<file path="config.mk">
export PLATFORM = sky130hd
export DESIGN_NAME = pdc_regs
export DESIGN_NICKNAME = d
export VERILOG_FILES = /design/src/shared/pdc_pkg.sv /design/src/pdc_regs.sv
export VERILOG_INCLUDE_DIRS = /design/src /design/src/shared
export SDC_FILE = /design/constraint.sdc
export NUM_CORES = 1
export LEC_CHECK = 0
export BUFFER_PORTS_ARGS = -buffer_cell sky130_fd_sc_hd__buf_2
export CORE_MARGIN = 3
export CORE_UTILIZATION = 25
export DETAILED_ROUTE_END_ITERATION = 12
export GPL_TIMING_DRIVEN = 0
export PLACE_DENSITY = 0.52
export SLEW_MARGIN = 15
export SYNTH_ARGS = -nofsm -noshare
export SYNTH_HDL_FRONTEND = slang
export SYNTH_SLANG_ARGS = --single-unit
</file>
<file path="constraint.sdc">
create_clock -name aclk -period 2.5 [get_ports aclk]
set_clock_uncertainty 0.1 [all_clocks]
set_input_delay 0.375 -clock aclk [delete_from_list [all_inputs] [get_ports aclk]]
set_output_delay 0.375 -clock aclk [all_outputs]
set_load 0.005 [all_outputs]
</file>
<file path="src/shared/pdc_defs.svh">
// Register map, field positions and reset values of the profile two divider bank.
// Assumes inclusion by the package and the register module only.
`ifndef PDC_DEFS_SVH
`define PDC_DEFS_SVH

// ****************************************************************************
// Register indices and address width
// ****************************************************************************
`define PDC_IDX_FRAC_HIGH     6'h11
`define PDC_IDX_NUM_LOW       6'h12
`define PDC_IDX_DEN_LOW       6'h13
`define PDC_IDX_N_CTRL        6'h14
`define PDC_IDX_REF_DIV       6'h15
`define PDC_IDX_FILT_MULT     6'h16
`define PDC_IDX_MODE          6'h30
`define PDC_IDX_STATUS        6'h31
`define PDC_ADDR_W            8

// ****************************************************************************
// Reset values
// ****************************************************************************
`define PDC_RST_FRAC_HIGH     16'h0000
`define PDC_RST_NUM_LOW       16'h0000
`define PDC_RST_DEN_LOW       16'h0000
`define PDC_RST_N_CTRL        16'h0028
`define PDC_RST_REF_DIV       16'h0101
`define PDC_RST_FILT_MULT     16'h8584
`define PDC_RST_MODE          2'h0

// ****************************************************************************
// Field positions, limits and bus response codes
// ****************************************************************************
`define PDC_F_RES3            15:13
`define PDC_F_CHDIV2          12:10
`define PDC_F_CHDIV1          9:8
`define PDC_F_DELAY           7:5
`define PDC_F_MULT            4:0
`define PDC_F_POST_DIV        15:8
`define PDC_F_PRE_DIV         7:0
`define PDC_B_PRESCALE        15
`define PDC_F_ORDER           14:12
`define PDC_F_N_INT           11:0
`define PDC_F_DEN_HIGH        15:8
`define PDC_F_NUM_HIGH        7:0
`define PDC_B_EXT_OSC         0
`define PDC_B_SHIFT_KEY       1
`define PDC_N_MAX             12'h3FF
`define PDC_N_FRAC_SPLIT      12'h016
`define PDC_MULT_BYPASS       5'h01
`define PDC_MULT_MAX          5'h0D
`define PDC_ORDER_MAX         3'h4
`define PDC_CHDIV2_MAX        3'h6
`define PDC_CHDIV1_BASE       3'h4
`define PDC_DELAY_INT_MAX     3'h5
`define PDC_DELAY_LOWN_MAX    3'h4
`define PDC_DELAY_HIGHN_MIN   3'h3
`define PDC_RESP_OKAY         2'h0
`define PDC_RESP_SLVERR       2'h2

`endif

</file>
<file path="src/shared/pdc_pkg.sv">
// Types shared by the profile two divider bank and its bench.
// Assumes the defines header sits on the include path.
`include "pdc_defs.svh"

package pdc_pkg;

   // *************************************************************************
   // Decoded configuration carried to the synthesizer core
   // *************************************************************************
   typedef struct packed {
      logic [23:0] frac_num;
      logic [23:0] frac_den;
      logic [11:0] n_int;
      logic        prescale_by4;
      logic [2:0]  order;
      logic        integer_mode;
      logic [4:0]  mult;
      logic        mult_bypass;
      logic [7:0]  pre_div;
      logic [7:0]  post_div;
      logic [6:0]  chdiv2_ratio;
      logic [2:0]  chdiv1_ratio;
      logic [2:0]  delay;
      logic [2:0]  res3_code;
      logic        res3_bypass;
      logic        pll_mode;
      logic        fsk_en;
   } pdc_cfg_t;

   // *************************************************************************
   // Live check flags shown in the status register
   // *************************************************************************
   typedef struct packed {
      logic fsk_den_nonzero;
      logic delay_advice;
      logic pre_not_below_mult;
      logic mult_reserved;
      logic n_over_limit;
   } pdc_stat_t;

endpackage

</file>
<file path="src/pdc_regs.sv">
// Profile two divider configuration bank with an AXI4-Lite register slave.
// Assumes one 10 MHz clock, a synchronous active-low reset and a single master.
//
// Design decision made here: register access over AXI4-Lite.
`timescale 1ns/1ps
`include "pdc_defs.svh"

module pdc_regs
   import pdc_pkg::*;
(
   input  wire logic        aclk,
   input  wire logic        aresetn,
   input  wire logic [7:0]  s_axi_awaddr,
   input  wire logic [2:0]  s_axi_awprot,
   input  wire logic        s_axi_awvalid,
   output      logic        s_axi_awready,
   input  wire logic [31:0] s_axi_wdata,
   input  wire logic [3:0]  s_axi_wstrb,
   input  wire logic        s_axi_wvalid,
   output      logic        s_axi_wready,
   output      logic [1:0]  s_axi_bresp,
   output      logic        s_axi_bvalid,
   input  wire logic        s_axi_bready,
   input  wire logic [7:0]  s_axi_araddr,
   input  wire logic [2:0]  s_axi_arprot,
   input  wire logic        s_axi_arvalid,
   output      logic        s_axi_arready,
   output      logic [31:0] s_axi_rdata,
   output      logic [1:0]  s_axi_rresp,
   output      logic        s_axi_rvalid,
   input  wire logic        s_axi_rready,
   output      pdc_cfg_t    cfg,
   output      pdc_stat_t   stat
);

   // *************************************************************************
   // Helpers
   // *************************************************************************
   function automatic logic [5:0] word_idx(input logic [7:0] addr);
      word_idx = addr[7:2];
   endfunction

   function automatic logic mapped(input logic [5:0] idx);
      mapped = (idx >= `PDC_IDX_FRAC_HIGH && idx <= `PDC_IDX_FILT_MULT) ||
               idx == `PDC_IDX_MODE || idx == `PDC_IDX_STATUS;
   endfunction

   function automatic logic [15:0] merge(input logic [15:0] old,
                                         input logic [31:0] data,
                                         input logic [3:0]  strb);
      merge = {strb[1] ? data[15:8] : old[15:8], strb[0] ? data[7:0] : old[7:0]};
   endfunction

   // *************************************************************************
   // Bus handshake state
   // *************************************************************************
   logic        aw_held_r,  aw_held_nxt;
   logic        w_held_r,   w_held_nxt;
   logic [7:0]  awaddr_r,   awaddr_nxt;
   logic [31:0] wdata_r,    wdata_nxt;
   logic [3:0]  wstrb_r,    wstrb_nxt;
   logic        awready_r,  awready_nxt;
   logic        wready_r,   wready_nxt;
   logic        bvalid_r,   bvalid_nxt;
   logic [1:0]  bresp_r,    bresp_nxt;
   logic        arready_r,  arready_nxt;
   logic        rvalid_r,   rvalid_nxt;
   logic [1:0]  rresp_r,    rresp_nxt;
   logic [31:0] rdata_r,    rdata_nxt;
   logic        do_write;
   logic [5:0]  wr_idx;

   // *************************************************************************
   // Register contents
   // *************************************************************************
   logic [15:0] frac_high_r, frac_high_nxt;
   logic [15:0] num_low_r,   num_low_nxt;
   logic [15:0] den_low_r,   den_low_nxt;
   logic [15:0] n_ctrl_r,    n_ctrl_nxt;
   logic [15:0] ref_div_r,   ref_div_nxt;
   logic [15:0] filt_mult_r, filt_mult_nxt;
   logic [1:0]  mode_r,      mode_nxt;
   pdc_cfg_t    cfg_r,       cfg_nxt;
   pdc_stat_t   stat_r,      stat_nxt;

   assign wr_idx   = word_idx(awaddr_r);
   assign do_write = aw_held_r && w_held_r && !bvalid_r;

   // *************************************************************************
   // Write channel
   // *************************************************************************
   always_comb begin
      aw_held_nxt = aw_held_r;
      w_held_nxt  = w_held_r;
      awaddr_nxt  = awaddr_r;
      wdata_nxt   = wdata_r;
      wstrb_nxt   = wstrb_r;
      bvalid_nxt  = bvalid_r;
      bresp_nxt   = bresp_r;
      if (s_axi_awvalid && awready_r) begin
         aw_held_nxt = 1'b1;
         awaddr_nxt  = s_axi_awaddr;
      end
      if (s_axi_wvalid && wready_r) begin
         w_held_nxt = 1'b1;
         wdata_nxt  = s_axi_wdata;
         wstrb_nxt  = s_axi_wstrb;
      end
      if (do_write) begin
         aw_held_nxt = 1'b0;
         w_held_nxt  = 1'b0;
         bvalid_nxt  = 1'b1;
         bresp_nxt   = (mapped(wr_idx) && wr_idx != `PDC_IDX_STATUS) ?
                       `PDC_RESP_OKAY : `PDC_RESP_SLVERR;
      end else if (bvalid_r && s_axi_bready) begin
         bvalid_nxt = 1'b0;
      end
      awready_nxt = !aw_held_nxt && !bvalid_nxt;
      wready_nxt  = !w_held_nxt && !bvalid_nxt;
   end

   always_ff @(posedge aclk) begin
      if (!aresetn) begin
         aw_held_r <= 1'b0;
         w_held_r  <= 1'b0;
         awaddr_r  <= 8'h00;
         wdata_r   <= 32'h0000_0000;
         wstrb_r   <= 4'h0;
         awready_r <= 1'b0;
         wready_r  <= 1'b0;
         bvalid_r  <= 1'b0;
         bresp_r   <= `PDC_RESP_OKAY;
      end else begin
         aw_held_r <= aw_held_nxt;
         w_held_r  <= w_held_nxt;
         awaddr_r  <= awaddr_nxt;
         wdata_r   <= wdata_nxt;
         wstrb_r   <= wstrb_nxt;
         awready_r <= awready_nxt;
         wready_r  <= wready_nxt;
         bvalid_r  <= bvalid_nxt;
         bresp_r   <= bresp_nxt;
      end
   end

   // *************************************************************************
   // Register file
   // *************************************************************************
   always_comb begin
      frac_high_nxt = frac_high_r;
      num_low_nxt   = num_low_r;
      den_low_nxt   = den_low_r;
      n_ctrl_nxt    = n_ctrl_r;
      ref_div_nxt   = ref_div_r;
      filt_mult_nxt = filt_mult_r;
      mode_nxt      = mode_r;
      if (do_write) begin
         case (wr_idx)
            `PDC_IDX_FRAC_HIGH: frac_high_nxt = merge(frac_high_r, wdata_r, wstrb_r);
            `PDC_IDX_NUM_LOW:   num_low_nxt   = merge(num_low_r, wdata_r, wstrb_r);
            `PDC_IDX_DEN_LOW:   den_low_nxt   = merge(den_low_r, wdata_r, wstrb_r);
            `PDC_IDX_N_CTRL:    n_ctrl_nxt    = merge(n_ctrl_r, wdata_r, wstrb_r);
            `PDC_IDX_REF_DIV:   ref_div_nxt   = merge(ref_div_r, wdata_r, wstrb_r);
            `PDC_IDX_FILT_MULT: filt_mult_nxt = merge(filt_mult_r, wdata_r, wstrb_r);
            `PDC_IDX_MODE: begin
               if (wstrb_r[0]) begin
                  mode_nxt = wdata_r[1:0];
               end
            end
            default: begin
            end
         endcase
      end
   end

   always_ff @(posedge aclk) begin
      if (!aresetn) begin
         frac_high_r <= `PDC_RST_FRAC_HIGH;
         num_low_r   <= `PDC_RST_NUM_LOW;
         den_low_r   <= `PDC_RST_DEN_LOW;
         n_ctrl_r    <= `PDC_RST_N_CTRL;
         ref_div_r   <= `PDC_RST_REF_DIV;
         filt_mult_r <= `PDC_RST_FILT_MULT;
         mode_r      <= `PDC_RST_MODE;
      end else begin
         frac_high_r <= frac_high_nxt;
         num_low_r   <= num_low_nxt;
         den_low_r   <= den_low_nxt;
         n_ctrl_r    <= n_ctrl_nxt;
         ref_div_r   <= ref_div_nxt;
         filt_mult_r <= filt_mult_nxt;
         mode_r      <= mode_nxt;
      end
   end

   // *************************************************************************
   // Configuration decode and live checks
   // *************************************************************************
   always_comb begin
      logic [2:0] ch2;
      logic [2:0] dly;
      logic [4:0] mul;
      logic [11:0] nint;
      ch2  = filt_mult_r[`PDC_F_CHDIV2];
      dly  = filt_mult_r[`PDC_F_DELAY];
      mul  = filt_mult_r[`PDC_F_MULT];
      nint = n_ctrl_r[`PDC_F_N_INT];
      cfg_nxt.frac_num     = {frac_high_r[`PDC_F_NUM_HIGH], num_low_r};
      cfg_nxt.frac_den     = {frac_high_r[`PDC_F_DEN_HIGH], den_low_r};
      cfg_nxt.n_int        = nint;
      cfg_nxt.prescale_by4 = n_ctrl_r[`PDC_B_PRESCALE];
      cfg_nxt.order        = n_ctrl_r[14] ? `PDC_ORDER_MAX : n_ctrl_r[`PDC_F_ORDER];
      cfg_nxt.integer_mode = n_ctrl_r[`PDC_F_ORDER] == 3'h0;
      cfg_nxt.mult         = mul;
      cfg_nxt.mult_bypass  = mul == `PDC_MULT_BYPASS;
      cfg_nxt.pre_div      = ref_div_r[`PDC_F_PRE_DIV];
      cfg_nxt.post_div     = ref_div_r[`PDC_F_POST_DIV];
      cfg_nxt.chdiv2_ratio = 7'h00;
      cfg_nxt.chdiv1_ratio = 3'h0;
      if (!mode_r[`PDC_B_EXT_OSC]) begin
         if (ch2 <= `PDC_CHDIV2_MAX) begin
            cfg_nxt.chdiv2_ratio = 7'h01 << ch2;
         end
         cfg_nxt.chdiv1_ratio = `PDC_CHDIV1_BASE + {1'b0, filt_mult_r[`PDC_F_CHDIV1]};
      end
      cfg_nxt.delay        = dly;
      cfg_nxt.res3_code    = filt_mult_r[`PDC_F_RES3];
      cfg_nxt.res3_bypass  = filt_mult_r[`PDC_F_RES3] == 3'h0;
      cfg_nxt.pll_mode     = mode_r[`PDC_B_EXT_OSC];
      cfg_nxt.fsk_en       = mode_r[`PDC_B_SHIFT_KEY];
      stat_nxt.n_over_limit       = nint > `PDC_N_MAX;
      stat_nxt.mult_reserved      = mul == 5'h00 || mul > `PDC_MULT_MAX;
      stat_nxt.pre_not_below_mult = ref_div_r[`PDC_F_PRE_DIV] >= {3'h0, mul};
      if (n_ctrl_r[`PDC_F_ORDER] == 3'h0) begin
         stat_nxt.delay_advice = dly > `PDC_DELAY_INT_MAX;
      end else if (nint < `PDC_N_FRAC_SPLIT) begin
         stat_nxt.delay_advice = dly > `PDC_DELAY_LOWN_MAX;
      end else begin
         stat_nxt.delay_advice = dly < `PDC_DELAY_HIGHN_MIN;
      end
      stat_nxt.fsk_den_nonzero = mode_r[`PDC_B_SHIFT_KEY] &&
                                 {frac_high_r[`PDC_F_DEN_HIGH], den_low_r} != 24'h000000;
   end

   always_ff @(posedge aclk) begin
      if (!aresetn) begin
         cfg_r  <= '0;
         stat_r <= '0;
      end else begin
         cfg_r  <= cfg_nxt;
         stat_r <= stat_nxt;
      end
   end

   // *************************************************************************
   // Read channel
   // *************************************************************************
   always_comb begin
      logic [5:0] idx;
      idx         = word_idx(s_axi_araddr);
      arready_nxt = arready_r;
      rvalid_nxt  = rvalid_r;
      rdata_nxt   = rdata_r;
      rresp_nxt   = rresp_r;
      if (s_axi_arvalid && arready_r) begin
         arready_nxt = 1'b0;
         rvalid_nxt  = 1'b1;
         rresp_nxt   = mapped(idx) ? `PDC_RESP_OKAY : `PDC_RESP_SLVERR;
         case (idx)
            `PDC_IDX_FRAC_HIGH: rdata_nxt = {16'h0000, frac_high_r};
            `PDC_IDX_NUM_LOW:   rdata_nxt = {16'h0000, num_low_r};
            `PDC_IDX_DEN_LOW:   rdata_nxt = {16'h0000, den_low_r};
            `PDC_IDX_N_CTRL:    rdata_nxt = {16'h0000, n_ctrl_r};
            `PDC_IDX_REF_DIV:   rdata_nxt = {16'h0000, ref_div_r};
            `PDC_IDX_FILT_MULT: rdata_nxt = {16'h0000, filt_mult_r};
            `PDC_IDX_MODE:      rdata_nxt = {30'h0000_0000, mode_r};
            `PDC_IDX_STATUS:    rdata_nxt = {27'h000_0000, stat_r};
            default:            rdata_nxt = 32'h0000_0000;
         endcase
      end else if (rvalid_r && s_axi_rready) begin
         rvalid_nxt  = 1'b0;
         arready_nxt = 1'b1;
      end
   end

   always_ff @(posedge aclk) begin
      if (!aresetn) begin
         arready_r <= 1'b0;
         rvalid_r  <= 1'b0;
         rdata_r   <= 32'h0000_0000;
         rresp_r   <= `PDC_RESP_OKAY;
      end else begin
         arready_r <= arready_nxt | (!arready_r && !rvalid_r);
         rvalid_r  <= rvalid_nxt;
         rdata_r   <= rdata_nxt;
         rresp_r   <= rresp_nxt;
      end
   end

   assign s_axi_awready = awready_r;
   assign s_axi_wready  = wready_r;
   assign s_axi_bvalid  = bvalid_r;
   assign s_axi_bresp   = bresp_r;
   assign s_axi_arready = arready_r;
   assign s_axi_rvalid  = rvalid_r;
   assign s_axi_rdata   = rdata_r;
   assign s_axi_rresp   = rresp_r;
   assign cfg           = cfg_r;
   assign stat          = stat_r;
endmodule

</file>
# Word-level counts from Yosys, hierarchy flattened
# Cells that the tools add are included.
[classes]
add_sub_neg = 1
multipliers = 0
n_div = 0
n_lt_le_gt_ge = 12
n_eq_ne = 18
shifts = 1
n_mux = 16
bitwise = 3
reduce_logical = 46
[op_table]
columns = ["op", "n"]
rows = [
  ["$pmux W16 S8", 1],
  ["$eq A6 B5 Y1 const B", 12],
  ["$reduce_and A3 Y1", 13],
  ["$eq A6 B6 Y1 const B", 4],
  ["$reduce_bool A24 Y1", 1],
  ["$logic_and A1 B1 Y1", 14],
  ["$ge A6 B5 Y1 const B", 2],
  ["$gt A12 B10 Y1 const B", 1],
  ["$le A6 B5 Y1 const B", 2],
  ["$lt A12 B5 Y1 const B", 1],
  ["$mux W1", 12],
  ["$ge A8 B5 Y1", 1],
  ["$shl A1 B3 Y7 const A", 1],
  ["$gt A3 B3 Y1 const B", 2],
  ["$logic_not A1 Y1", 6],
  ["$logic_not A3 Y1", 2],
  ["$ne A6 B6 Y1 const B", 1],
  ["$eq A5 B1 Y1 const B", 1],
  ["$gt A5 B4 Y1 const B", 1],
  ["$logic_not A5 Y1", 1],
  ["$logic_or A1 B1 Y1", 5],
  ["$mux W2", 2],
  ["$reduce_or A2 Y1", 2],
  ["$add A3 B2 Y3 const A", 1],
  ["7 further kinds", 8],
]
[totals]
register_bits = 278
latch_bits = 0
ram_bits = 0
mem_bits_ro = 0
in_bits = 65
output_inout_bits = 152
elab_cells = 146
mem_count = 0

# Longest topological paths before layout
# Gate-level depths: netlist of run 1.
[logic_depth]
depth_word = 6
mapped_depth = 7
mapped_depth_nobuf = 7

# Least setup slack after synthesis of run 1
# Ideal clock, no wire load.
[synth_timing]
path_kind = "input -> register"
start = "in s_axi_araddr[7]"
end = "reg rdata_r[0] (netlist: s_axi_rdata[0])"
setup_ps = 74
arrival_ps = 1735
required_ps = 2326
setup_slack_ps = 591
path_stages = 6
path_buffers = 2
path_cell_list = "buf_2 or4b_4 nor3b_4 buf_6 a32oi_1 o21ai_0"
[synth_via]
elab_chain_cells = 2
[synth_lines]
columns = ["item", "line", "text"]
rows = [
  ["start: declaration", "pdc_regs.sv:24", "input wire logic [7:0] s_axi_araddr,"],
  ["$eq A6 B6 Y1 / $eq A6 B5 Y1 (equally long branches)", "pdc_regs.sv:269", "case (idx)"],
  ["$pmux W16 S8 *", "pdc_regs.sv:269", ""],
  ["end signal: assignment", "pdc_regs.sv:295", "rdata_r <= rdata_nxt;"],
  ["end: declaration", "pdc_regs.sv:69", "logic [31:0] rdata_r, rdata_nxt;"],
]
# Mark *: on every way between the ends. The rest lies on a longest branch, timed or not.
# A chain may end at the register's enable or synchronous reset.

# Final worst setup path of run 1
[layout_timing]
start = "reg awaddr_r[3]"
end = "reg mode_r[1]"
[layout_via]
elab_chain_cells = 2
[layout_lines]
columns = ["item", "line", "text"]
rows = [
  ["start: declaration", "pdc_regs.sv:59", "logic [7:0] awaddr_r, awaddr_nxt;"],
  ["start signal: assignment", "pdc_regs.sv:136", "awaddr_r <= awaddr_nxt;"],
  ["$eq A6 B6 Y1", "pdc_regs.sv:158", "case (wr_idx)"],
  ["$reduce_and A3 Y1 (no line)", "n/a", ""],
  ["end signal: assignment", "pdc_regs.sv:184", "mode_r <= `PDC_RST_MODE;"],
  ["end signal: assignment", "pdc_regs.sv:192", "mode_r <= mode_nxt;"],
  ["end: declaration", "pdc_regs.sv:82", "logic [1:0] mode_r, mode_nxt;"],
]
# No other way between the ends.

==> results.toml, run 1 <==
[yosys]
synth_flop_cell = "dfxtp_1"
seq_area_frac_synth = 0.530
synth.most_common_cell = "dfxtp_1"
netlist_top_cells_count = "258 x dfxtp_1, 102 x nand2_1, 98 x mux2i_1"
synth_cells = 951
postSynthAreaPerCell_sq_um = 10.2
synth_top_cell_area_share = 0.530
syn-cell-area_sq_mm = 0.00974
synth_top_area_cell = "dfxtp_1"
synth_area_leaders = "dfxtp_1 53%, mux2i_1 10%, and2_1 6.1%"
synth_edf_count = 0
ys_warn_count = 0
synth-seq-cells = 258
async_flop_share = 0
ys_types = 59

[timing]
report.final.setup_viol = 0
relSlewSlack = 0.501
post-route-min-period_ns = 2.28
slew_viol_final = 0
fmax_mhz = 439
fin_crit_sh = 0.912
hold_viol_final = 0
worst_pin_slew_ns = 0.746
finalSetupTns_ns = 0
setup_ws_ns = 0.220
rsz0062_at_grt = "no"

[cells_and_area]
area_delta_synth_final_pct = 29.0
instances_no_fill = 1726
fin_nets = 1259
drive_gt1_frac = 0.219
multiInputGateArea_sq_mm = 0.00422
seq_area_sq_mm = 0.00516
fillCellCount = 4026

[job]
maxCapViolations = 0

[drt]
post_drt_wl_per_cell_um = 18.3
routed_wl_um = 31500
drtIter0Drc = 379
ant_nets = 0
via_per_inst = 4.30
drc = 0
dr.pass1.iters = 5
vias = 7428

[grt]
grt_max_degree = 15
first_global_vias = 7534
grt_pass1_wl_um = 47100
overflow = 0
antenna_found_initial = 3
grt_usage = 0.148

[clock_network]
cts_sinks = 258
clkTransAtPathRegs_ns = 0.06
root_buffer = "clkbuf_16"
cts_tree = "yes"
clock_path_buffers = 3
h-tree-depth = 1
cts_made_buffers = 29
cts_resized = 0
insertion_delay_ns = 0.55

[worst_hold_path]
worstHoldStart = "s_axi_rready"
whs_endpoint = "s_axi_rvalid$_SDFFE_PN0P_"
hp-class = "input port to register"
min_path_cells = 3

[critical_path]
rr_endpoint = "mode_r[1]$_SDFFE_PN0P_"
cp_slowest_cell = "nor2_1"
cp_cell_sequence = "clkbuf_1 > nor2_1 > nand2_1 > or4_1 > mux2i_1 > nor2b_1"
cp-start-kind = "register"
r2r-start = "awaddr_r[3]$_SDFFE_PN0P_"
worst-path-max-fanout = 10
r2r_slack_ns = 0.22
crit_start = "awaddr_r[3]$_SDFFE_PN0P_"
worst_r2r_path_depth = 6
critPathKind = "register to register"
slowest_delay_ns = 0.62
critPathRequiredTime_ns = 2.84
end_kind = "register"
worstPathArrival_ns = 2.62

[placement]
io_buffers = 166
dpl.cell_count = 1645
post-place-ws_ns = -0.0881
dp_hpwl_um = 24500
globalplace.congestion = 0.843

[pwr]
cellPowerDensity_mw_per_mm2 = 726
total_leakage_power_nw = 5.62
finalPower_mw = 9.12
ir_worst_vdd_uv = 411

[outcome]
status = "completed"

[floorplanning]
num_rows = 71
core_region_area_sq_mm = 0.0380
die-area_sq_mm = 0.0414
die_w_um = 203
initial_core_util = 0.256
ios = 217
fp.dieH_um = 203
## power by group
group          switching [mW]  leakage [nW]  total, mW  internal, mW
clock network            1.73         0.506       4.53          2.80
logic                   0.220          3.02      0.384         0.163
registers              0.0500          2.09       4.20          4.15
## how the worst max path moves through the flow
stage	endpoint	slack (ns)	cells after the start
floorplan	s_axi_rdata[0]$_SDFFE_PN0P_	0.59	6
detailed placement	cfg[82]$_SDFF_PN0_	-0.09	5
finish	mode_r[1]$_SDFFE_PN0P_	0.22	6
global route	den_low_r[1]$_SDFFE_PN0P_	0.09	6
CTS	mode_r[1]$_SDFFE_PN0P_	0.24	6
global placement	stat[3]$_SDFF_PN0_	-0.08	5
## cell usage in the layout, fill, tap and decap left out, drive strengths merged, types with 10 or more instances in the layout
cell and n:
dfxtp 258, buf 198, nand2 102, mux2i 98, and2 95, nor2b 81
clkbuf 79, a21boi 41, nand3 28, dlygate4sd3 24, conb 18, o21ai 16
nor3 15, nor2 15, a221oi 12, nand2b 11, nor4 11, a221o 11
and3 10, inv 10
## worst max-delay path: cells and delay by family (launching register included)
kind / cells / cell delay (ns)
DFF: 1 / 0.29
and+or+nand+nor: 4 / 1.35
muxes: 1 / 0.23
buffers and inverters: 1 / 0.20
## flip-flops by register name, indices dropped and copies added, names as in the netlist
name	count
mode_r	2
s_axi_rvalid	1
s_axi_arready	1
s_axi_rdata	16
s_axi_wready	1
aw_held_r	1
s_axi_bresp	1
frac_high_r	16
wdata_r	16
n_ctrl_r	16
awaddr_r	6
s_axi_awready	1
cfg	106
ref_div_r	16
s_axi_rresp	1
filt_mult_r	16
wstrb_r	2
num_low_r	16
w_held_r	1
den_low_r	16
s_axi_bvalid	1
stat	5
## cell type report
cell class	instances	share of cell area
sequential	258	0.411
clock inverter	17	0.0184
timing repair buffer	190	0.0853
buffer	74	0.0304
tap	511	0.0509
clock buffer	37	0.0642
multi-input combinational	628	0.336
antenna	3	0.000598
inverter	8	0.00239
## through the flow
step                      hold WS, ns  area [sq um]  utilization
after floorplan                 0.335          9800            -
after global routing           0.0660         12600        0.330
after detailed placement        0.342         11300        0.296
final                          0.0351         12600        0.330
after global placement          0.337         11300        0.296
after CTS                      0.0179         12500        0.330
## cells by family (layout without fill, tap and decap cells)
kind of cell,after synthesis,count (layout),synth area share
AND/OR/NAND/NOR,390,390,0.224
flip-flops,258,258,0.530
AO/OA/AOI/OAI,116,116,0.0950
multiplexers,99,99,0.102
buffers and inverters,82,326,0.0423
adder cells (fa/ha/maj),5,5,0.00643
other,1,21,0.000385
## layer usage
layer,global-route usage,up-vias,share of wire
li1,-,3702,-
met1,0.202,3460,0.46
met2,0.240,219,0.45
met3,0.0268,47,0.060
met4,0.0425,0,0.024
met5,0,-,0
## what timing repair did
item	in CTS	in global routing
endpoints found under the hold margin	24	0
buffers inserted	0	0
hold buffers	24	0
Note: power is estimated with default switching activity, not from simulation.
==> run 2: changes to the inputs <==
PLACE_DENSITY = 0.53   (was 0.52)
clock period = 2 ns   (was 2.5 ns; I/O delays follow)
==> run 2 against run 1 <==
Worst hold slack lost 0.029 ns; critical endpoint is now stat[3]$_SDFF_PN0_; highest routed layer unchanged; register-to-register slack lost 0.15 ns; cell area is essentially flat; global-route usage grew 0.068 points; final cell count shrank 0.35%; clock power grew 17%.
==> results.toml, run 2 (same netlist as run 1, synthesis figures left out) <==
[outcome]
status = "completed"

[grt]
grt_max_degree = 15
grt_pass1_wl_um = 47000
antenna_found_initial = 1
first_global_vias = 7479
grt_usage = 0.148
overflow = 0

[cells_and_area]
final_common_cell = "dfxtp_1"
multiInputGateArea_sq_mm = 0.00428
antenna_cells = 0
drive_gt1_frac = 0.232
fillCellCount = 4021
fin_nets = 1259
final_cell_mix = "257 x dfxtp_1, 173 x buf_2, 98 x mux2i_1, 95 x and2_1, 94 x nand2_1"
utilization = 0.330
area_delta_synth_final_pct = 28.9
seq_area_sq_mm = 0.00517
instances_no_fill = 1720
largest_reg_flops = 106

[clock_network]
clkTransAtPathRegs_ns = 0.06
cts_sinks = 258
insertion_delay_ns = 0.56
root_buffer = "clkbuf_16"
cts_tree = "yes"
cts_setup_buffers = 0
clock_path_buffers = 3
cts_made_buffers = 28
h-tree-depth = 1

[timing]
holdWs_ns = 0.00652
report.final.setup_viol = 0
slew_viol_final = 0
relSlewSlack = 0.521
hold_viol_final = 0
fmax_mhz = 512
post-route-min-period_ns = 1.95
fin_crit_sh = 0.976
worst_pin_slew_ns = 0.719

[critical_path]
cp_cell_sequence = "buf_2 > clkbuf_1 > clkbuf_1 > clkbuf_1 > o31a_1"
slowest_delay_ns = 0.55
worst_r2r_path_depth = 6
cp_slowest_cell = "clkbuf_1"
critPathRequiredTime_ns = 2.37
crit_path_frequent_cell = "clkbuf_1"
critPathKind = "input port to register"
worst-path-max-fanout = 10
cp-start-kind = "input port"
end_kind = "register"
worstPathArrival_ns = 2.32

[floorplanning]
die_w_um = 203
ios = 217
num_rows = 71
fp.dieH_um = 203
core_region_area_sq_mm = 0.0380
initial_core_util = 0.256
die-area_sq_mm = 0.0414

[pwr]
finalPower_mw = 11.0
ir_worst_vdd_uv = 521
cellPowerDensity_mw_per_mm2 = 879
total_leakage_power_nw = 5.64

[drt]
ant_nets = 0
routed_wl_um = 31800
vias = 7427
drtIter0Drc = 392
via_per_inst = 4.32
drc = 0
dr.pass1.iters = 6
post_drt_wl_per_cell_um = 18.5

[job]
maxCapViolations = 0

[worst_hold_path]
min_path_cells = 3
hp-class = "input port to register"

[placement]
io_buffers = 166
dp_hpwl_um = 24400
globalplace.congestion = 0.843
dpl.cell_count = 1645
## run 2: cell types whose count changed in the layout (fill, tap and decap cells not counted), sizes merged
cell,previous run,this run
clkinvlp,3,1
diode,3,0
inv,10,8
bufinv,5,2
buf,198,196
dlygate4sd3,24,26
clkbuf,79,83
## run 2: metal layers
layer | vias to the layer above | wire length, um | track usage
met5 | - | 0 | 0
met4 | 0 | 767 | 0.0423
met3 | 46 | 1560 | 0.0214
met2 | 217 | 14300 | 0.239
met1 | 3467 | 15200 | 0.208
li1 | 3697 | - | -
## run 2: critical path, delay by kind of cell
family / cells / cell delay (ns)
buffers and inverters: 4 / 1.74
AOI/OAI and AO/OA: 1 / 0.28
## run 2: report_power, final
group	internal, mW	total, mW	switching (mW)
Combinational	0.209	0.485	0.276
Clock	3.18	5.29	2.11
Sequential	5.19	5.26	0.0700
## run 2: path summary, 6_finish.rpt
path / endpoint / from / slack, ns
setup / recovery: stat[3]$_SDFF_PN0_ / aresetn / 0.05
hold / removal: s_axi_bvalid$_SDFF_PN0_ / s_axi_bready / 0.007
setup reg to reg: den_low_r[7]$_SDFFE_PN0P_ / awaddr_r[7]$_SDFFE_PN0P_ / 0.07
hold reg to reg: s_axi_rdata[11]$_SDFFE_PN0P_ / s_axi_rdata[11]$_SDFFE_PN0P_ / 0.35
## run 2: stage by stage
step | instance area (sq um) | TNS (ns) | setup slack [ns]
5_1_grt | 12600 | -0.185 | -0.0334
6_report | 12600 | 0 | 0.0485
3_5_place_dp | 11300 | -18.34 | -0.455
3_3_place_gp | 11300 | -18.60 | -0.493
4_1_cts | 12500 | -0.825 | -0.0471
2_1_floorplan | 9800 | 0 | 0.166
## run 2: what timing repair did
| action | CTS | global route |
|---|---|---|
| hold buffers | 26 | 0 |
| resized for setup | 5 | 20 |
| setup endpoints to repair | 36 | 103 |
| endpoints found under the hold margin | 26 | 0 |
## run 2: layout make-up
cell class / count / area share
Timing Repair Buffer: 192 / 0.0869
Buffer: 73 / 0.0309
Inverter: 8 / 0.00239
Tap cell: 511 / 0.0509
Clock inverter: 10 / 0.00907
Clock buffer: 40 / 0.0674
Sequential cell: 258 / 0.412
Multi-Input combinational cell: 628 / 0.341
==> run 3: changes to the inputs <==
BUFFER_PORTS_ARGS = -buffer_cell sky130_fd_sc_hd__buf_4   (was -buffer_cell sky130_fd_sc_hd__buf_2)
PLACE_DENSITY = 0.52   (was 0.53)
clock period = 2.2 ns   (was 2 ns; I/O delays follow)
==> run 3 against run 2 <==
Register-to-register slack gained 0.09 ns; routed wire length is 0.39% higher; flip-flop and latch count did not move; worst hold slack improved by 0.048 ns; first-iteration DRC count decreased by 8.7%; critical path depth grew 1; clock-buffer cell count is 2 higher; sequential share of layout area down 1.2 points; via count about the same; cell area up 2.9%; final cell count about the same; global-route usage up 0.11 points; critical path type is now register to register; highest routed layer unchanged.
==> results.toml, run 3 (same netlist as run 1, synthesis figures left out) <==
[outcome]
status = "completed"

[drt]
vias = 7431
routed_wl_um = 31900
ant_nets = 0
post_drt_wl_per_cell_um = 18.6
via_per_inst = 4.32
drc = 0
drtIter0Drc = 358
dr.pass1.iters = 5

[grt]
grt_pass1_wl_um = 47500
grt_usage = 0.150
grt_max_degree = 14
first_global_vias = 7494
antenna_found_initial = 0
overflow = 0

[placement]
dp_hpwl_um = 24500
globalplace.congestion = 0.859
io_buffers = 166
post-place-ws_ns = -0.299

[clock_network]
insertion_delay_ns = 0.54
cts_sinks = 258
cts_tree = "yes"
cts_setup_buffers = 0
clkTransAtPathRegs_ns = 0.06
cts_made_buffers = 28
clock_path_buffers = 3
root_buffer = "clkbuf_16"
h-tree-depth = 1

[cells_and_area]
antenna_cells = 0
drive_gt1_frac = 0.217
largest_reg_flops = 106
fin_nets = 1259
area_delta_synth_final_pct = 32.6
final_cell_mix = "258 x dfxtp_1, 184 x buf_4, 100 x nand2_1, 98 x mux2i_1, 95 x and2_1"
final_common_cell = "dfxtp_1"

[job]
maxCapViolations = 0

[floorplanning]
num_rows = 71
die-area_sq_mm = 0.0414
ios = 217
fp.dieH_um = 203
initial_core_util = 0.256
core_region_area_sq_mm = 0.0380
die_w_um = 203

[pwr]
ir_worst_vdd_uv = 572
clkPwrFrac = 0.483
switching_share = 0.221
finalPower_mw = 10.1
p_int_mw = 7.89
power_frac_seq = 0.471
total_leakage_power_nw = 5.60
cellPowerDensity_mw_per_mm2 = 784
power_switching_mw = 2.24
p_comb_frac = 0.046

[worst_hold_path]
hp-class = "input port to register"
min_path_cells = 3

[critical_path]
worstPathArrival_ns = 2.37
critPathRequiredTime_ns = 2.52
worst-path-max-fanout = 8
end_kind = "register"
worst_r2r_path_depth = 6
critPathKind = "register to register"
cp-start-kind = "register"

[timing]
slew_viol_final = 0
relSlewSlack = 0.518
fin_crit_sh = 0.928
hold_viol_final = 0
fmax_mhz = 490
report.final.setup_viol = 0
rsz0062_at_grt = "no"
setup_ws_ns = 0.158
worst_pin_slew_ns = 0.723
post-route-min-period_ns = 2.04
[run 3: power groups by stage]
| stage | clock network (mW) | logic, mW | registers [mW] |
|---|---|---|---|
| finish | 4.89 | 0.465 | 4.77 |
| global route | 5.17 | 0.511 | 4.78 |
| CTS | 4.98 | 0.470 | 4.77 |
| detailed placement | 0 | 0.431 | 4.88 |
| global placement | 0 | 0.427 | 4.88 |
| floorplan | 0 | 0.245 | 4.85 |
[run 3: path summary, 6_finish.rpt]
kind	slack, ns	from	to
setup / recovery	0.16	awaddr_r[7]$_SDFFE_PN0P_	den_low_r[4]$_SDFFE_PN0P_
hold / removal	0.05	s_axi_bready	s_axi_bvalid$_SDFF_PN0_
setup reg to reg	0.16	awaddr_r[7]$_SDFFE_PN0P_	den_low_r[4]$_SDFFE_PN0P_
hold reg to reg	0.35	s_axi_rdata[6]$_SDFFE_PN0P_	s_axi_rdata[6]$_SDFFE_PN0P_
[run 3: final cells by class]
type / instances / area (sq um)
plain buffers: 74 / 382
clock buffers: 42 / 835
clock inverters: 9 / 128
fillers: 3915 / 25100
inverters: 8 / 30.0
multi-input cells: 628 / 4240
flip-flops and latches: 258 / 5160
well taps: 511 / 639
repair buffers: 191 / 1500
[run 3: repair_timing]
item,in CTS,in global routing
hold endpoints to repair,26,0
hold buffers,25,0
endpoints found under the setup margin,1,15
gates resized for setup,1,3
pin swaps,0,0
[run 3: worst max-delay path, stage by stage (launching register included)]
cell and delay [ns]:
dfxtp_1 0.37, nor4b_2 0.31, and3_1 0.28, and3_1 0.26, buf_2 0.30, mux2i_1 0.23
nor2b_1 0.07
[run 3: layer usage]
layer	GRT usage	wire [um]	up-vias
met1	0.211	15300	3471
met4	0.0315	605	0
li1	-	-	3694
met3	0.0219	1550	37
met5	0	0	-
met2	0.244	14500	229
[run 3: through the flow]
step                      utilization  instance area [sq um]  hold WS [ns]  instances  setup TNS (ns)
final                           0.340                  12900        0.0544       1721               0
after global routing            0.340                  12900        0.0567       1721               0
after CTS                       0.339                  12900        0.0425       1721               0
after floorplan                     -                   9800         0.335        968               0
after global placement          0.307                  11700         0.341       1645           -9.31
after detailed placement        0.307                  11700         0.345       1645          -10.39
